### src/intc_pkg.sv
package intc_pkg;
  localparam int ADDR_W = 18;
  localparam int NUM_PINS = 4;
  localparam int NUM_INTERNAL = 9;
  localparam int NUM_SOURCES = 13;
  localparam int VEC_W = 6;
  localparam int SRC_W = 4;
  // register indices; byte address is four times the index
  localparam logic [15:0] IDX_SYSTEM_CONTROL = 16'hfff2;
  localparam logic [15:0] IDX_PIN_SENSE_SELECT = 16'hfff4;
  localparam logic [15:0] IDX_PIN_REQUEST_ENABLE = 16'hfff5;
  localparam logic [15:0] IDX_PIN_REQUEST_FLAGS = 16'hfff6;
  localparam logic [15:0] IDX_PRIORITY_SELECT_A = 16'hfff8;
  localparam logic [15:0] IDX_PRIORITY_SELECT_B = 16'hfff9;
  localparam logic [7:0] RST_SYSTEM_CONTROL = 8'h0b;
  localparam logic [7:0] RST_OTHER = 8'h00;
  localparam int SYSC_USER_ROLE_BIT = 3;
  localparam int SYSC_NMI_EDGE_BIT = 2;
  // register bit of each pin, in pin order ext 0, 1, 4, 5
  localparam int PIN_POS_0 = 0;
  localparam int PIN_POS_1 = 1;
  localparam int PIN_POS_4 = 4;
  localparam int PIN_POS_5 = 5;
  localparam int PRA_EXT0 = 7;
  localparam int PRA_EXT1 = 6;
  localparam int PRA_EXT45 = 4;
  localparam int PRA_WATCHDOG = 3;
  localparam int PRA_TMR0 = 2;
  localparam int PRA_TMR1 = 1;
  localparam int PRA_TMR2 = 0;
  localparam int PRB_TMR3 = 7;
  localparam int PRB_TMR4 = 6;
  localparam int PRB_SER0 = 3;
  localparam int PRB_SER1 = 2;
  localparam int PRB_ADC = 1;
  localparam logic [VEC_W-1:0] VEC_NMI = 6'h07;
  // source order: ext0, ext1, ext4, ext5, watchdog, timer 0..4, serial 0..1, a/d
  localparam logic [VEC_W-1:0] SOURCE_VECTOR [NUM_SOURCES] = '{
    6'h0c, 6'h0d, 6'h10, 6'h11, 6'h14, 6'h18, 6'h1c,
    6'h20, 6'h24, 6'h28, 6'h34, 6'h38, 6'h3c};
endpackage : intc_pkg

### src/intc_links.sv
`timescale 1ns/1ps
interface pin_flags_if #(parameter int N = 4);
  logic [N-1:0] sense;
  logic [N-1:0] clear_sw;
  logic [N-1:0] clear_ack;
  logic [N-1:0] flags;
  modport ctrl (output sense, output clear_sw, output clear_ack, input flags);
  modport det (input sense, input clear_sw, input clear_ack, output flags);
endinterface : pin_flags_if

interface arb_if #(parameter int N = 13, parameter int W = 4);
  logic [N-1:0] eligible;
  logic [N-1:0] level;
  logic grant_valid;
  logic [W-1:0] grant_index;
  logic grant_level;
  modport ctrl (output eligible, output level, input grant_valid, input grant_index,
    input grant_level);
  modport arb (input eligible, input level, output grant_valid, output grant_index,
    output grant_level);
endinterface : arb_if

### src/pin_request_detect.sv
`timescale 1ns/1ps
module pin_request_detect #(
  parameter int N = 4
) (
  input wire logic clk_sys, // system clock
  input wire logic reset, // async reset, active high
  input wire logic hw_standby, // synchronous reinit
  input wire logic [N-1:0] pin_n, // request pins, active low
  pin_flags_if.det fl // flags and clears
);
  logic [N-1:0] pin_prev;
  logic [N-1:0] next_pin_prev;
  logic [N-1:0] flags;
  logic [N-1:0] next_flags;
  logic [N-1:0] set;

  always_comb
  begin
    next_pin_prev = pin_n;
    // low level or falling edge sets
    set = (~fl.sense & ~pin_n) | (fl.sense & pin_prev & ~pin_n);
    // set wins over a clear in the same cycle, so a level request stays pending
    if (hw_standby)
    begin
      next_flags = '0;
    end
    else
    begin
      next_flags = (flags & ~(fl.clear_sw | fl.clear_ack)) | set;
    end
  end

  always_ff @(posedge clk_sys or posedge reset)
  begin
    if (reset)
    begin
      pin_prev <= '1;
      flags <= '0;
    end
    else
    begin
      pin_prev <= next_pin_prev;
      flags <= next_flags;
    end
  end

  assign fl.flags = flags;
endmodule : pin_request_detect

### src/priority_arbiter.sv
`timescale 1ns/1ps
module priority_arbiter #(
  parameter int N = 13,
  parameter int W = 4
) (
  arb_if.arb a // eligible requests in, winner out
);
  always_comb
  begin
    a.grant_valid = 1'b0;
    a.grant_index = '0;
    a.grant_level = 1'b0;
    // high level first, then lowest vector
    for (int i = N - 1; i >= 0; i--)
    begin
      if (a.eligible[i] && !a.level[i])
      begin
        a.grant_valid = 1'b1;
        a.grant_index = W'(i);
      end
    end
    for (int i = N - 1; i >= 0; i--)
    begin
      if (a.eligible[i] && a.level[i])
      begin
        a.grant_valid = 1'b1;
        a.grant_index = W'(i);
        a.grant_level = 1'b1;
      end
    end
  end
endmodule : priority_arbiter

### src/two_level_interrupt_controller.sv
// The implementer's own choice: the APB slave port.
`timescale 1ns/1ps
module two_level_interrupt_controller (
  input wire logic clk_sys, // 200 MHz system clock
  input wire logic reset, // async reset, active high
  input wire logic hw_standby, // hardware standby, reinitialises registers
  input wire logic psel, // apb select
  input wire logic penable, // apb access phase
  input wire logic pwrite, // apb direction
  input wire logic [intc_pkg::ADDR_W-1:0] paddr, // apb byte address
  input wire logic [31:0] pwdata, // apb write data
  input wire logic [3:0] pstrb, // apb byte strobes
  output logic [31:0] prdata, // apb read data
  output logic pready, // apb ready
  output logic pslverr, // apb error on unmapped address
  input wire logic nmi_pin, // nonmaskable request pin
  input wire logic [intc_pkg::NUM_PINS-1:0] ext_request_n, // pins 0, 1, 4, 5, low active
  input wire logic [intc_pkg::NUM_INTERNAL-1:0] internal_req, // on-chip module requests
  input wire logic cpu_global_mask, // cpu global mask bit
  input wire logic user_flag_bit, // cpu user flag bit
  input wire logic irq_accept, // cpu takes presented request
  output logic irq_request, // request to cpu
  output logic [intc_pkg::VEC_W-1:0] irq_vector, // vector of presented request
  output logic irq_level, // level of presented request
  output logic irq_nmi, // presented request is nonmaskable
  output logic [7:0] system_control, // system control register
  output logic user_flag_role_select // 0 user flag masks, 1 plain bit
);
  import intc_pkg::*;

  function automatic logic addr_hit(input logic [ADDR_W-1:0] addr, input logic [15:0] idx);
    addr_hit = (addr == {idx, 2'b00});
  endfunction : addr_hit

  function automatic logic [7:0] pack_pins(input logic [NUM_PINS-1:0] v);
    pack_pins = 8'h00;
    pack_pins[PIN_POS_0] = v[0];
    pack_pins[PIN_POS_1] = v[1];
    pack_pins[PIN_POS_4] = v[2];
    pack_pins[PIN_POS_5] = v[3];
  endfunction : pack_pins

  function automatic logic [NUM_PINS-1:0] unpack_pins(input logic [7:0] r);
    unpack_pins = {r[PIN_POS_5], r[PIN_POS_4], r[PIN_POS_1], r[PIN_POS_0]};
  endfunction : unpack_pins

  pin_flags_if #(.N(NUM_PINS)) fl ();
  arb_if #(.N(NUM_SOURCES), .W(SRC_W)) arb ();

  logic [7:0] pin_sense_select;
  logic [7:0] pin_request_enable;
  logic [7:0] priority_select_a;
  logic [7:0] priority_select_b;
  logic [NUM_PINS-1:0] read_armed;
  logic [7:0] next_system_control;
  logic [7:0] next_pin_sense_select;
  logic [7:0] next_pin_request_enable;
  logic [7:0] next_priority_select_a;
  logic [7:0] next_priority_select_b;
  logic [NUM_PINS-1:0] next_read_armed;
  logic [31:0] next_prdata;

  logic nmi_prev;
  logic nmi_primed;
  logic nmi_pending;
  logic next_nmi_prev;
  logic next_nmi_primed;
  logic next_nmi_pending;
  logic nmi_edge;

  logic [SRC_W-1:0] served_index;
  logic [SRC_W-1:0] next_served_index;
  logic next_irq_request;
  logic [VEC_W-1:0] next_irq_vector;
  logic next_irq_level;
  logic next_irq_nmi;

  logic setup_phase;
  logic access_phase;
  logic reg_hit;
  logic wr_low;
  logic take_served;
  logic pass_level0;
  logic pass_level1;
  logic [NUM_SOURCES-1:0] requests;
  logic [NUM_PINS-1:0] ack_pins;

  pin_request_detect #(.N(NUM_PINS)) u_detect (
    .clk_sys(clk_sys),
    .reset(reset),
    .hw_standby(hw_standby),
    .pin_n(ext_request_n),
    .fl(fl)
  );

  priority_arbiter #(.N(NUM_SOURCES), .W(SRC_W)) u_arbiter (
    .a(arb)
  );

  // register bus decode
  always_comb
  begin
    setup_phase = psel && !penable;
    access_phase = psel && penable;
    reg_hit = addr_hit(paddr, IDX_SYSTEM_CONTROL) || addr_hit(paddr, IDX_PIN_SENSE_SELECT)
      || addr_hit(paddr, IDX_PIN_REQUEST_ENABLE) || addr_hit(paddr, IDX_PIN_REQUEST_FLAGS)
      || addr_hit(paddr, IDX_PRIORITY_SELECT_A) || addr_hit(paddr, IDX_PRIORITY_SELECT_B);
    // only the low byte holds register bits; other lanes are ignored
    wr_low = access_phase && pwrite && pstrb[0];
  end

  // zero wait states: read data is captured in setup, so every access ends at once
  assign pready = 1'b1;
  assign pslverr = access_phase && !reg_hit;

  // register writes and read data
  always_comb
  begin
    next_system_control = system_control;
    next_pin_sense_select = pin_sense_select;
    next_pin_request_enable = pin_request_enable;
    next_priority_select_a = priority_select_a;
    next_priority_select_b = priority_select_b;
    next_prdata = prdata;
    if (setup_phase && !pwrite)
    begin
      next_prdata = 32'h0000_0000;
      if (addr_hit(paddr, IDX_SYSTEM_CONTROL))
      begin
        next_prdata[7:0] = system_control;
      end
      else if (addr_hit(paddr, IDX_PIN_SENSE_SELECT))
      begin
        next_prdata[7:0] = pin_sense_select;
      end
      else if (addr_hit(paddr, IDX_PIN_REQUEST_ENABLE))
      begin
        next_prdata[7:0] = pin_request_enable;
      end
      else if (addr_hit(paddr, IDX_PIN_REQUEST_FLAGS))
      begin
        // spare flag positions read as zero
        next_prdata[7:0] = pack_pins(fl.flags);
      end
      else if (addr_hit(paddr, IDX_PRIORITY_SELECT_A))
      begin
        next_prdata[7:0] = priority_select_a;
      end
      else if (addr_hit(paddr, IDX_PRIORITY_SELECT_B))
      begin
        next_prdata[7:0] = priority_select_b;
      end
    end
    if (wr_low)
    begin
      if (addr_hit(paddr, IDX_SYSTEM_CONTROL))
      begin
        next_system_control = pwdata[7:0];
      end
      else if (addr_hit(paddr, IDX_PIN_SENSE_SELECT))
      begin
        next_pin_sense_select = pwdata[7:0];
      end
      else if (addr_hit(paddr, IDX_PIN_REQUEST_ENABLE))
      begin
        next_pin_request_enable = pwdata[7:0];
      end
      else if (addr_hit(paddr, IDX_PRIORITY_SELECT_A))
      begin
        next_priority_select_a = pwdata[7:0];
      end
      else if (addr_hit(paddr, IDX_PRIORITY_SELECT_B))
      begin
        next_priority_select_b = pwdata[7:0];
      end
    end
    if (hw_standby)
    begin
      next_system_control = RST_SYSTEM_CONTROL;
      next_pin_sense_select = RST_OTHER;
      next_pin_request_enable = RST_OTHER;
      next_priority_select_a = RST_OTHER;
      next_priority_select_b = RST_OTHER;
    end
  end

  // flag clearing by software
  always_comb
  begin
    fl.clear_sw = '0;
    next_read_armed = read_armed & fl.flags;
    if (wr_low && addr_hit(paddr, IDX_PIN_REQUEST_FLAGS))
    begin
      fl.clear_sw = read_armed & ~unpack_pins(pwdata[7:0]);
      next_read_armed = read_armed & ~fl.clear_sw;
    end
    else if (access_phase && !pwrite && addr_hit(paddr, IDX_PIN_REQUEST_FLAGS))
    begin
      next_read_armed = read_armed | unpack_pins(prdata[7:0]);
    end
    if (hw_standby)
    begin
      next_read_armed = '0;
    end
  end

  assign fl.sense = unpack_pins(pin_sense_select);

  // nonmaskable edge detection
  always_comb
  begin
    next_nmi_prev = nmi_pin;
    next_nmi_primed = 1'b1;
    if (system_control[SYSC_NMI_EDGE_BIT])
    begin
      nmi_edge = nmi_primed && !nmi_prev && nmi_pin;
    end
    else
    begin
      nmi_edge = nmi_primed && nmi_prev && !nmi_pin;
    end
    next_nmi_pending = nmi_pending;
    if (take_served && irq_nmi)
    begin
      next_nmi_pending = 1'b0;
    end
    // an edge in the service cycle is kept
    if (nmi_edge)
    begin
      next_nmi_pending = 1'b1;
    end
    if (hw_standby)
    begin
      next_nmi_pending = 1'b0;
    end
  end

  // masking and priority levels
  always_comb
  begin
    requests = {internal_req, fl.flags & unpack_pins(pin_request_enable)};
    arb.level = {priority_select_b[PRB_ADC], priority_select_b[PRB_SER1],
      priority_select_b[PRB_SER0], priority_select_b[PRB_TMR4],
      priority_select_b[PRB_TMR3], priority_select_a[PRA_TMR2],
      priority_select_a[PRA_TMR1], priority_select_a[PRA_TMR0],
      priority_select_a[PRA_WATCHDOG], priority_select_a[PRA_EXT45],
      priority_select_a[PRA_EXT45], priority_select_a[PRA_EXT1],
      priority_select_a[PRA_EXT0]};
    pass_level0 = !cpu_global_mask;
    if (user_flag_role_select)
    begin
      pass_level1 = !cpu_global_mask;
    end
    else
    begin
      pass_level1 = !user_flag_bit;
    end
    for (int i = 0; i < NUM_SOURCES; i++)
    begin
      arb.eligible[i] = requests[i] && (arb.level[i] ? pass_level1 : pass_level0);
    end
  end

  assign user_flag_role_select = system_control[SYSC_USER_ROLE_BIT];

  // request presented to the cpu
  always_comb
  begin
    take_served = irq_accept && irq_request;
    ack_pins = '0;
    if (take_served && !irq_nmi && served_index < SRC_W'(NUM_PINS))
    begin
      ack_pins[served_index[1:0]] = 1'b1;
    end
    // drop the request for one cycle after service so the stale flag is not shown
    next_irq_request = (nmi_pending || arb.grant_valid) && !take_served;
    next_served_index = arb.grant_index;
    if (nmi_pending)
    begin
      next_irq_vector = VEC_NMI;
      next_irq_level = 1'b1;
      next_irq_nmi = 1'b1;
    end
    else
    begin
      next_irq_vector = SOURCE_VECTOR[arb.grant_index];
      next_irq_level = arb.grant_level;
      next_irq_nmi = 1'b0;
    end
  end

  assign fl.clear_ack = ack_pins;

  always_ff @(posedge clk_sys or posedge reset)
  begin
    if (reset)
    begin
      system_control <= RST_SYSTEM_CONTROL;
      pin_sense_select <= RST_OTHER;
      pin_request_enable <= RST_OTHER;
      priority_select_a <= RST_OTHER;
      priority_select_b <= RST_OTHER;
      read_armed <= '0;
      prdata <= 32'h0000_0000;
      nmi_prev <= 1'b0;
      nmi_primed <= 1'b0;
      nmi_pending <= 1'b0;
      served_index <= '0;
      irq_request <= 1'b0;
      irq_vector <= '0;
      irq_level <= 1'b0;
      irq_nmi <= 1'b0;
    end
    else
    begin
      system_control <= next_system_control;
      pin_sense_select <= next_pin_sense_select;
      pin_request_enable <= next_pin_request_enable;
      priority_select_a <= next_priority_select_a;
      priority_select_b <= next_priority_select_b;
      read_armed <= next_read_armed;
      prdata <= next_prdata;
      nmi_prev <= next_nmi_prev;
      nmi_primed <= next_nmi_primed;
      nmi_pending <= next_nmi_pending;
      served_index <= next_served_index;
      irq_request <= next_irq_request;
      irq_vector <= next_irq_vector;
      irq_level <= next_irq_level;
      irq_nmi <= next_irq_nmi;
    end
  end
endmodule : two_level_interrupt_controller

### config.mk
export PLATFORM = sky130hd
export DESIGN_NAME = two_level_interrupt_controller
export DESIGN_NICKNAME = d
export VERILOG_FILES = /design/src/intc_pkg.sv /design/src/intc_links.sv /design/src/pin_request_detect.sv /design/src/priority_arbiter.sv /design/src/two_level_interrupt_controller.sv
export SDC_FILE = /design/constraint.sdc
export NUM_CORES = 1
export LEC_CHECK = 0
export BUFFER_PORTS_ARGS = -buffer_cell sky130_fd_sc_hd__buf_4
export CAP_MARGIN = 20
export CORE_MARGIN = 2
export CORE_UTILIZATION = 45
export CTS_BUF_LIST = sky130_fd_sc_hd__clkbuf_16
export DETAILED_ROUTE_END_ITERATION = 16
export HOLD_SLACK_MARGIN = 0.12
export PLACE_DENSITY = 0.71
export SYNTH_ARGS = -nofsm -noshare
export SYNTH_HDL_FRONTEND = slang
export SYNTH_SLANG_ARGS = --single-unit
### constraint.sdc
create_clock -name clk_sys -period 2.6 [get_ports clk_sys]
set_clock_uncertainty 0.05 [all_clocks]
set_input_delay 0.13 -clock clk_sys [delete_from_list [all_inputs] [get_ports clk_sys]]
set_output_delay 0.13 -clock clk_sys [all_outputs]
set_load 0.005 [all_outputs]
After elaboration in Yosys (flattened, before gate mapping) --
Memory sizes are Yosys's and may differ from the RTL's. Cells that the tools add are included. Widths: inputs -> output; s select.
Storage, ports and cells: register bits 76, bits in read-only memories 96, output and inout bits 52, memories 1
Cells by class: $lt $le $gt $ge 4, equal/unequal tests 10, multiplexer cells 126, bitwise operators 18, reductions and logical operators 97
Memories:
- (no name shown) | depth 16, width 6, rd ports 1, clocked after memory_dff 0, wr ports 0, RTL line two_level_interrupt_controller.sv:286 | next_irq_vector = SOURCE_VECTOR[arb.grant_index];
Operators by type and width (count):
- $mux 8 | 31
- $mux 4 | 32
- $eq 18x18->1 const B | 6
- $mux 1 | 59
- $logic_and 1x1->1 | 58
- $and 4x4->4 | 8
- $logic_not 1->1 | 21
- $not 4->4 | 5
- $mux 6 | 3
- $or 4x4->4 | 4
- $reduce_bool 2->1 | 6
- $ne 2x2->1 const B | 4
- $logic_or 1x1->1 | 6
- $reduce_and 6->1 | 1
- $ge 5x5->1 const B | 1
- $not 4->5 | 1
- $reduce_and 5->1 | 1
- $lt 4x3->1 const B | 1
- $reduce_and 4->1 | 1
- $lt 2x3->1 const B | 1
- $reduce_and 3->1 | 1
- $reduce_bool 3->1 | 1
- $demux 1 s2 | 1
- $ge 2x1->1 const B | 1
- $reduce_and 2->1 | 1

Depth between registers and ports, before layout --
Gate-level depths: netlist of run 1.
word-level depth 36, gate-level depth with buffers 11

By module --
Synthesis of run 1 repeated with hierarchy kept, for this count alone.
Second synthesis, totals: cell total of the unflattened synthesis 487, area, all modules 4626.9 sq um
Modules (own cells, without submodules):
- two_level_interrupt_controller | times used 1, cells each 390, area an instance 3834.9 sq um, seq. area each 1680.4 sq um
- priority_arbiter | times used 1, cells each 76, area an instance 488.0 sq um, seq. area each 0.0 sq um
- pin_request_detect | times used 1, cells each 21, area an instance 304.0 sq um, seq. area each 205.2 sq um

Least setup slack after synthesis of run 1 --
No wires, ideal clock.
path kind reg2reg, start reg system_control[3], end reg irq_vector[3] (netlist name), setup time 94 ps, arrival 2233 ps, data required time 2456 ps, path slack 223 ps, stages on the path, launching flop included 9, clock period less this slack 2377 ps, path through dfstp_2 > mux2_4 > o221a_2 > o311a_1 > o22a_2 > ha_1 > inv_1 > mux2_4 > a221oi_2
On the way: longest elaborated chain between the ends 35, elaborated cells between the ends (all ways) 83, those cells by class 42 x mux; 1 x bitwise; 39 x reduce/logical; 1 x memory
RTL lines:
- start, declared | RTL line two_level_interrupt_controller.sv:26 | output logic [7:0] system_control,
- start signal, assigned | RTL line two_level_interrupt_controller.sv:316 | system_control <= next_system_control;
- $mux 1 * | RTL line two_level_interrupt_controller.sv:250 | if (user_flag_role_select)
- $mux 1 | RTL line two_level_interrupt_controller.sv:260 | arb.eligible[i] = requests[i] && (arb.level[i] ? pass_level1 : pass_level0);
- $logic_and 1x1->1 | RTL line two_level_interrupt_controller.sv:260
- $logic_and 1x1->1 | RTL line priority_arbiter.sv:16 | if (a.eligible[i] && !a.level[i])
- $mux 4 (13 in series) | RTL line priority_arbiter.sv:16
- $mux 4 (12 in series) | RTL line priority_arbiter.sv:24 | if (a.eligible[i] && a.level[i])
- $mux 4 * | RTL line priority_arbiter.sv:24
- $not 4->5 (not written as such) * | RTL line two_level_interrupt_controller.sv:286
- $mem_v2 16x6 *
- $mux 6 (not written as such) * (2 in series) | RTL line two_level_interrupt_controller.sv:286
- $mux 6 * | RTL line two_level_interrupt_controller.sv:278 | if (nmi_pending)
- net next_irq_vector[3] | RTL line two_level_interrupt_controller.sv:74 | logic [VEC_W-1:0] next_irq_vector;
- end signal, assigned | RTL line two_level_interrupt_controller.sv:328 | irq_vector <= next_irq_vector;
- end, declared | RTL line two_level_interrupt_controller.sv:23 | output logic [intc_pkg::VEC_W-1:0] irq_vector,
The timed path passes the listed nets; every way through them passes the cells marked *. The select of a mux whose other input is x is not followed. A chain may end at the register's enable or synchronous reset.

Worst setup path after layout of run 1 --
start reg system_control[3], end reg irq_vector[3] (netlist name)
On the way: elaborated cells between the ends (all ways) 83, those cells by class 42 x mux; 1 x bitwise; 39 x reduce/logical; 1 x memory
RTL lines:
- $mux 1 * | RTL line two_level_interrupt_controller.sv:250
- $mux 1 | RTL line two_level_interrupt_controller.sv:260
- $logic_and 1x1->1 | RTL line two_level_interrupt_controller.sv:260
- $logic_and 1x1->1 | RTL line priority_arbiter.sv:16
- $mux 4 (12 in series) | RTL line priority_arbiter.sv:16
- $mux 4 (12 in series) | RTL line priority_arbiter.sv:24
- $mux 4 * | RTL line priority_arbiter.sv:24
- net arb.grant_index[0] | RTL line intc_links.sv:15 | logic [W-1:0] grant_index;
- $not 4->5 (not written as such) * | RTL line two_level_interrupt_controller.sv:286
- $mem_v2 16x6 *
- $mux 6 (not written as such) * (2 in series) | RTL line two_level_interrupt_controller.sv:286
- $mux 6 * | RTL line two_level_interrupt_controller.sv:278
- net next_irq_vector[3] | RTL line two_level_interrupt_controller.sv:74
Marks and branches as above.

==> results of run 1 <==
timing repair:
action	in CTS	in global routing
setup endpoints to repair	0	1
endpoints found under the hold margin	80	0
resized for setup	0	1
hold buffers	16	0
buffers inserted	0	1
state kept, by name, summed over array words and instances (netlist names), 4 cells and up:
name	flops
served_index	4
read_armed	4
irq_vector	6
priority_select_b	8
prdata	8
system_control	8
priority_select_a	8
u_detect.pin_prev	4
pin_request_enable	8
u_detect.fl.flags	4
pin_sense_select	8
final cells by class:
class	count	area [um^2]
flip-flops and latches	75	1890
repair buffers	102	818
multi-input cells	346	2300
clock buffers	9	225
well taps	133	166
clock inverters	7	52.6
inverters	12	45.0
fillers	876	4150
worst paths after layout:
| kind | from | end | slack [ns] | depth (start not counted) |
|---|---|---|---|---|
| max | system_control[3]$_DFFE_PP1P_ | irq_vector[3]$_DFF_PP0_ | 0.14 | 10 |
| min | hw_standby | pin_sense_select[6]$_DFFE_PP0P_ | 0.21 | 2 |
| max reg2reg | system_control[3]$_DFFE_PP1P_ | irq_vector[3]$_DFF_PP0_ | 0.14 | 10 |
| min reg2reg | nmi_pending$_DFFE_PP0P_ | irq_vector[1]$_DFF_PP0_ | 0.45 | 0 |
| max in group asynchronous | reset | system_control[3]$_DFFE_PP1P_ | 1.31 | 4 |
| min in group asynchronous | reset | read_armed[1]$_DFF_PP0_ | 0.45 | 3 |
logic make-up after synthesis:
logic type,count (synthesis),synth area share [%]
flops,75,42.9
buf+inv,52,7.02
compound gates,101,16.2
other cells,2,0.171
simple gates,172,22.6
mux,45,10.6
fa+ha+maj,2,0.569
synth_stat cells (3+ instances only):
| master | count |
|---|---|
| dfstp_2 | 7 |
| buf_4 | 27 |
| a221oi_1 | 4 |
| a32o_1 | 5 |
| nor2b_1 | 6 |
| mux2i_1 | 37 |
| dfrtp_1 | 68 |
| o2bb2ai_1 | 4 |
| nor4_4 | 3 |
| nand2_1 | 38 |
| o22ai_1 | 4 |
| nor2_1 | 46 |
| o21ai_0 | 14 |
| clkbuf_1 | 7 |
| or3b_2 | 3 |
| a31oi_1 | 13 |
| buf_2 | 4 |
| nor4_1 | 3 |
| nor3b_1 | 6 |
| nor3_1 | 7 |
| a22oi_1 | 3 |
| inv_1 | 12 |
| nand4_2 | 3 |
| o22a_1 | 3 |
| a21oi_1 | 29 |
| nand2b_1 | 7 |
| nand3_1 | 17 |
| mux2_2 | 6 |
| and2_1 | 4 |
| nand4_1 | 5 |
cell usage in the layout, fill, tap and decap left out, types with 7 or more instances in the layout:
| master | instances |
|---|---|
| buf_4 | 85 |
| dfrtp_1 | 68 |
| nor2_1 | 46 |
| nand2_1 | 38 |
| mux2i_1 | 36 |
| a21oi_1 | 29 |
| conb_1 | 26 |
| nand3_1 | 17 |
| dlygate4sd3_1 | 16 |
| o21ai_0 | 14 |
| a31oi_1 | 13 |
| inv_1 | 12 |
| clkbuf_16 | 9 |
| nand2b_1 | 7 |
| nor3_1 | 7 |
| dfstp_2 | 7 |
worst max-delay path: cells and delay by family, from the launching register on:
family          cells  cell delay (ns)
compound gates      5             0.75
fa+ha+maj           1             0.28
buf+inv             2             0.13
flops               1             0.53
mux                 2             0.60
power by group:
group          total, mW  internal (mW)  leakage [nW]  switching [mW]
Sequential          1.23           1.20         0.985          0.0252
Combinational      0.310          0.148          1.31           0.162
Clock               1.18          0.651         0.130           0.528
per-layer routing:
| metal | routed length [um] | vias to the layer above | GRT usage [%] |
|---|---|---|---|
| li1 | - | 1788 | - |
| met1 | 4970 | 1874 | 31.3 |
| met2 | 6030 | 116 | 39.1 |
| met3 | 448 | 16 | 3.66 |
| met4 | 189 | 0 | 8.20 |
| met5 | 0 | - | 0 |
through the flow:
stage	instance area, um^2	worst slack [ns]	total power [mW]
6_report	5490	0.145	2.72
5_1_grt	5490	0.0152	2.83
4_1_cts	5480	0.122	2.74
3_5_place_dp	5040	0.136	1.54
3_3_place_gp	5040	0.208	1.53
2_1_floorplan	4490	0.223	1.41
==> impl_metrics.yaml, run 1 <==
sta:
  slew-limit-headroom_pct: 48.8
  period_minus_slack_ns: 2.46
  hold_viol_final: 0
  rsz0062_at_grt: "false"
  holdWs_ns: 0.206
  timing.final.crit_share_pct: 94.4
  setup_violations: 0
  tns_ns: 0
  tightest_slew_ns: 0.766
  slew_viol_final: 0
  max_freq_mhz: 407
synthesis:
  synth-main-ff-cell: "dfrtp_1"
  synth_area_um2: 4400
  syn_inst: 449
  ys_async_sr_fraction_pct: 100
  yosys.area.top_type_share_pct: 38.7
  yosysSeqAreaShare_pct: 42.9
  synthTopCellsByArea: "dfrtp_1 (39%), mux2i_1 (8.4%), buf_4 (4.6%)"
  avgSynthCellArea_um2: 9.80
  synth-seq-cells: 75
  synth-edff-count: 0
  yosys_warnings: 0
  yosysTopAreaCell: "dfrtp_1"
  ys_types: 71
layout:
  drive_gt1_share_pct: 26.3
  area_growth_pct: 24.8
  final_util_pct: 57.0
  fin_cells: 684
  diodes: 0
  nNetsFinal: 625
setup_path:
  worstPathCellList: "mux2_4 > a21oi_1 > a311oi_1 > o221ai_1 > o21a_1 > inv_1 > ha_1 > inv_1 > mux2_4 > a221oi_2"
  path_max_fanout: 9
  crit_required_ns: 2.79
  cp_slowest_stage_delay_ns: 0.53
  cp-end-kind: "flop"
  worstPathArrival_ns: 2.64
  crit_slowest_cell: "dfstp_2"
  crit_type: "reg2reg"
  critPathLaunchType: "flop"
run_status:
  outcome: "finished, final reports clean"
placed_design:
  port_buffers: 76
  dpl.cell_count: 651
  place.gp.congestion: 0.916
  dpl.hpwl_um: 8510
grt:
  antenna_found_initial: 0
  grt_use_total_pct: 23.5
  grt_max_degree: 50
  grt_pass1_vias: 3813
  grt_first_pass_wirelength_um: 19000
  overflow: 0
run:
  drv_cap: 0
routing:
  viasPerCell: 5.55
  detail-route-antenna-nets: 0
  first_pass_iters: 6
  dr_total_vias: 3794
  drtIter0Drc: 190
  routed_wl_um: 11600
  drc: 0
  routedWlPerCell_um: 17.0
power_and_ir_drop:
  power.leakage_nw: 2.43
  p_per_area_nw_per_um2: 495
  vdd_ir_drop_max_mv: 0.393
clocking:
  clkTransAtPathRegs_ns: 0.06
  cts_tree: "done"
  root_buffer: "clkbuf_16"
  cts_buffers: 9
  clk_latency_ns: 0.34
  cts-htree-levels: 3
  cts.path.max_buffers: 2
  cts.sinks: 75
die:
  core_area_um2: 9640
  die_w_um: 103
  row_count: 36
  fp.dieH_um: 103
  fp.dieArea_um2: 10600
  io_pins: 129
  start_util_pct: 45.6
hold_path:
  hold_path.class: "in2reg"
Power figures use the tool's default switching activity.
==> inputs of run 2 (changes only) <==
- CTS_BUF_LIST: sky130_fd_sc_hd__clkbuf_16 -> unset
==> run 2 against run 1 <==
Compared with the run above: cell area decreased by 1.8%; first-iteration DRC count decreased by 16%; via count decreased by 0.32%; sequential cell count unchanged; routed wire length decreased by 0.74%; sequential share of layout area increased by 0.65 points; die area unchanged; worst setup slack got worse by 0.026 ns; register-to-register slack got worse by 0.03 ns; total power decreased by 13%; critical path type unchanged.
==> impl_metrics.yaml, run 2 (synthesized netlist as in run 1, its figures left out) <==
sta:
  setup_violations: 0
  timing.final.crit_share_pct: 95.4
  period_minus_slack_ns: 2.48
  tightest_slew_ns: 0.772
  slew_viol_final: 0
  rsz0062_at_grt: "false"
  slew-limit-headroom_pct: 48.5
  hold_viol_final: 0
  max_freq_mhz: 403
  tns_ns: 0
  timing.final.ws_setup_ns: 0.119
power_and_ir_drop:
  clkPwrFrac_pct: 35.2
  seq_power_share_pct: 51.7
  p_per_area_nw_per_um2: 440
  power_mw: 2.37
  swShare_pct: 28.1
  p_sw_uw: 666
  vdd_ir_drop_max_mv: 0.237
  power.internal_mw: 1.71
  comb_power_share_pct: 13.1
  power.leakage_nw: 2.38
layout:
  drive_gt1_share_pct: 26.3
  regArea_um2: 1890
  nNetsFinal: 625
  layout_commonest_cell: "buf_4"
  area_growth_pct: 22.5
  num-fill-cells: 875
  diodes: 0
  mostFrequentLayoutCells: "buf_4 (85), dfrtp_1 (68), nor2_1 (46)"
  multi_input_area_um2: 2300
routing:
  dr_total_vias: 3782
  detail-route-antenna-nets: 0
  drc: 0
  routedWlPerCell_um: 16.9
  viasPerCell: 5.53
  first_pass_iters: 5
  drtIter0Drc: 159
  routed_wl_um: 11500
setup_path:
  reg2reg_depth: 8
  crit_required_ns: 2.80
  critPathLaunchType: "flop"
  timing.rr.start: "priority_select_b[3]$_DFFE_PP0P_"
  crit_type: "reg2reg"
  path_max_fanout: 5
  cp-end-kind: "flop"
  reg2reg_slack_ns: 0.12
  worstPathArrival_ns: 2.68
  r2r_end: "irq_vector[3]$_DFF_PP0_"
hold_path:
  min-delay-start: "hw_standby"
  hold_end: "pin_sense_select[6]$_DFFE_PP0P_"
  hold_path.class: "in2reg"
  hold_path_depth: 2
placed_design:
  dpl.hpwl_um: 8510
  post-place-ws_ns: 0.136
  place.gp.congestion: 0.916
  port_buffers: 76
grt:
  grt_first_pass_wirelength_um: 18800
  grt_pass1_vias: 3788
  overflow: 0
  antenna_found_initial: 0
  grt_use_total_pct: 23.1
  grt_max_degree: 50
die:
  row_count: 36
  die_w_um: 103
  io_pins: 129
  fp.dieH_um: 103
  core_area_um2: 9640
  start_util_pct: 45.6
  fp.dieArea_um2: 10600
clocking:
  cts.sinks: 75
  clkTransAtPathRegs_ns: 0.09
  root_buffer: "clkbuf_8"
  cts_buffers: 9
  cts.path.max_buffers: 2
  clk_latency_ns: 0.35
  cts_tree: "done"
  cts-htree-levels: 3
run:
  drv_cap: 0
run_status:
  outcome: "finished, final reports clean"
[run 2: area by class of cell]
type | count | area share, %
multi-input combinational | 346 | 42.6
sequential | 75 | 35.0
timing repair buffer | 102 | 15.2
tap | 133 | 3.09
clock buffer | 10 | 2.37
clock inverter | 6 | 0.905
inverter | 12 | 0.836
[run 2: power by group through the flow]
stage               sequential, mW  combinational, mW  clock, mW
detailed placement            1.25              0.291          0
global placement              1.25              0.286          0
finish                        1.23              0.311      0.834
CTS                           1.23              0.311      0.850
global route                  1.23              0.346      0.903
floorplan                     1.25              0.162          0
[run 2: repair_timing]
action,in CTS,in global routing
setup endpoints to repair,0,1
resized for setup,0,1
setup buffers,0,1
hold buffers,16,0
endpoints found under the hold margin,82,0
[run 2: how the worst max path moves through the flow]
stage               cells past startpoint                        startpoint                      end
floorplan                               8     system_control[3]$_DFFE_PP1P_  irq_vector[3]$_DFF_PP0_
global placement                       10     system_control[3]$_DFFE_PP1P_  irq_vector[3]$_DFF_PP0_
detailed placement                     10     system_control[3]$_DFFE_PP1P_  irq_vector[3]$_DFF_PP0_
CTS                                    10     system_control[3]$_DFFE_PP1P_  irq_vector[3]$_DFF_PP0_
global route                            8  priority_select_b[3]$_DFFE_PP0P_  irq_vector[3]$_DFF_PP0_
finish                                  8  priority_select_b[3]$_DFFE_PP0P_  irq_vector[3]$_DFF_PP0_
[run 2: per-layer routing]
layer / vias up / routed length (um) / global-route usage (%)
met5: - / 0 / 0
met4: 0 / 186 / 6.48
met3: 15 / 488 / 4.07
met2: 117 / 5890 / 38.2
met1: 1854 / 4980 / 31.3
li1: 1796 / - / -
[run 2: critical path: stages (launching register included)]
cell	delay [ns]
dfrtp_1	0.43
nand2b_1	0.19
a2111oi_0	0.60
o311a_1	0.26
o22a_2	0.20
ha_1	0.13
inv_1	0.03
mux2_4	0.26
a221oi_2	0.23
[run 2: per-stage QoR]
step | cells | cell area [um^2] | hold WS [ns] | util (%)
CTS | 683 | 5380 | 0.189 | 55.8
detailed placement | 651 | 5040 | 0.200 | 52.3
floorplan | 473 | 4490 | 0.0845 | -
global placement | 651 | 5040 | 0.198 | 52.3
finish | 684 | 5390 | 0.197 | 55.9
global route | 684 | 5390 | 0.202 | 55.9
==> inputs of run 3 (changes only) <==
- CORE_UTILIZATION: 45 -> 52
- PLACE_DENSITY: 0.71 -> 0.8
- clock period: 2.6 -> 2.59 ns (I/O delays scaled with it)
==> run 3 against run 2 <==
Compared with the run above: clock power is 16% higher; cell area grew 0.23%; die area fell by 13%; register-to-register slack improved by 0.02 ns; sequential cell count did not move; fmax increased by 1.2%; combinational power grew 1%; via count increased by 0.61%; clock-buffer cell count rose by 1; largest power group unchanged.
==> impl_metrics.yaml, run 3 (synthesized netlist as in run 1, its figures left out) <==
run_status:
  outcome: "finished, final reports clean"
routing:
  met1_length_um: 4890
  dr_total_vias: 3805
  met2_length_um: 5850
  drc: 0
  routedWlPerCell_um: 17.4
  route.top_layer_used: "met4"
  viasPerCell: 5.78
  first_pass_iters: 5
  detail-route-antenna-nets: 0
  met3WireLength_um: 560
  drtIter0Drc: 199
  routed_wl_um: 11400
grt:
  grt_first_pass_wirelength_um: 18600
  grt_max_degree: 76
  overflow: 0
  grt_pass1_vias: 3765
  grt_use_total_pct: 26.6
  antenna_found_initial: 0
sta:
  tns_ns: 0
  holdWs_ns: 0.161
  hold_viol_final: 0
  slew-limit-headroom_pct: 53.8
  tightest_slew_ns: 0.692
  setup_violations: 0
  timing.final.ws_setup_ns: 0.140
  rsz0062_at_grt: "false"
  timing.final.crit_share_pct: 94.6
  max_freq_mhz: 408
  slew_viol_final: 0
  period_minus_slack_ns: 2.45
placed_design:
  dpl.hpwl_um: 8270
  port_buffers: 76
  dpl.cell_count: 626
  post-place-ws_ns: 0.178
  placed_area_um2: 5030
  place.gp.congestion: 0.952
clocking:
  root_buffer: "clkbuf_8"
  clk_latency_ns: 0.36
  clkTransAtPathRegs_ns: 0.09
  cts-htree-levels: 3
  cts_tree: "done"
  cts_buffers: 9
  postCtsSetupBuffers: 0
  cts.sinks: 75
  cts.path.max_buffers: 2
die:
  row_count: 33
  start_util_pct: 53.5
  core_area_um2: 8220
  fp.dieH_um: 96.0
  io_pins: 129
  fp.dieArea_um2: 9210
  die_w_um: 96.0
setup_path:
  reg2reg_depth: 10
  cp-startpoint: "system_control[3]$_DFFE_PP1P_"
  critical_path.endpoint: "irq_vector[3]$_DFF_PP0_"
  cp_slowest_stage_delay_ns: 0.54
  crit_slowest_cell: "dfstp_2"
  worstPathArrival_ns: 2.67
  critPathLaunchType: "flop"
  crit_required_ns: 2.80
  r2r_end: "irq_vector[3]$_DFF_PP0_"
  crit_type: "reg2reg"
  path_max_fanout: 9
  critPathTopFamily: "compound AO/OA/AOI/OAI gates"
  cp.depth: 10
  cp.buffers_inverters: 2
  reg2reg_slack_ns: 0.14
  cp-end-kind: "flop"
  worstPathCellList: "mux2_4 > a21oi_1 > a311oi_1 > o221ai_1 > o21a_1 > inv_1 > ha_1 > inv_1 > mux2_4 > a221oi_2"
  timing.rr.start: "system_control[3]$_DFFE_PP1P_"
power_and_ir_drop:
  vdd_ir_drop_max_mv: 0.330
  power_mw: 2.51
  power.leakage_nw: 2.42
  p_per_area_nw_per_um2: 465
layout:
  diodes: 0
  num-fill-cells: 687
  mostFrequentLayoutCells: "buf_4 (87), dfrtp_1 (68), nor2_1 (46)"
  nNetsFinal: 627
  layout_commonest_cell: "buf_4"
  drive_gt1_share_pct: 26.6
  final_util_pct: 65.8
  regArea_um2: 1890
  final_area_um2: 5400
  fin_cells: 658
  area_growth_pct: 22.8
  multi_input_area_um2: 2300
run:
  drv_cap: 0
hold_path:
  hold_path.class: "in2reg"
  hold_path_depth: 2
[run 3: final cells by class]
type	count	area share, %
tap	105	2.43
clock inverter	5	1.11
clock buffer	11	2.80
timing repair buffer	104	15.4
multi-input combinational	346	42.5
inverter	12	0.834
sequential	75	34.9
[run 3: worst min path at each step]
| stage | start | endpoint |
|---|---|---|
| 2_1_floorplan | ext_request_n[0] | u_detect.pin_prev[0]$_DFF_PP1_ |
| 3_3_place_gp | reset | read_armed[1]$_DFF_PP0_ |
| 3_5_place_dp | ext_request_n[0] | u_detect.pin_prev[0]$_DFF_PP1_ |
| 4_1_cts | hw_standby | pin_sense_select[7]$_DFFE_PP0P_ |
| 5_1_grt | hw_standby | pin_sense_select[7]$_DFFE_PP0P_ |
| 6_report | hw_standby | pin_sense_select[7]$_DFFE_PP0P_ |
[run 3: per-layer routing]
| metal | global-route usage [%] | vias to the layer above |
|---|---|---|
| li1 | - | 1792 |
| met1 | 33.7 | 1858 |
| met2 | 46.1 | 141 |
| met3 | 5.17 | 14 |
| met4 | 7.38 | 0 |
| met5 | 0 | - |
[run 3: power by group]
group,switching [mW],total [mW],internal (mW)
combinational,0.164,0.315,0.150
sequential,0.0231,1.23,1.21
clock,0.466,0.967,0.501
[run 3: what timing repair did]
action,in CTS,in global routing
gates resized for setup,0,1
hold endpoints to repair,121,0
setup endpoints to repair,0,1
hold buffers,16,0
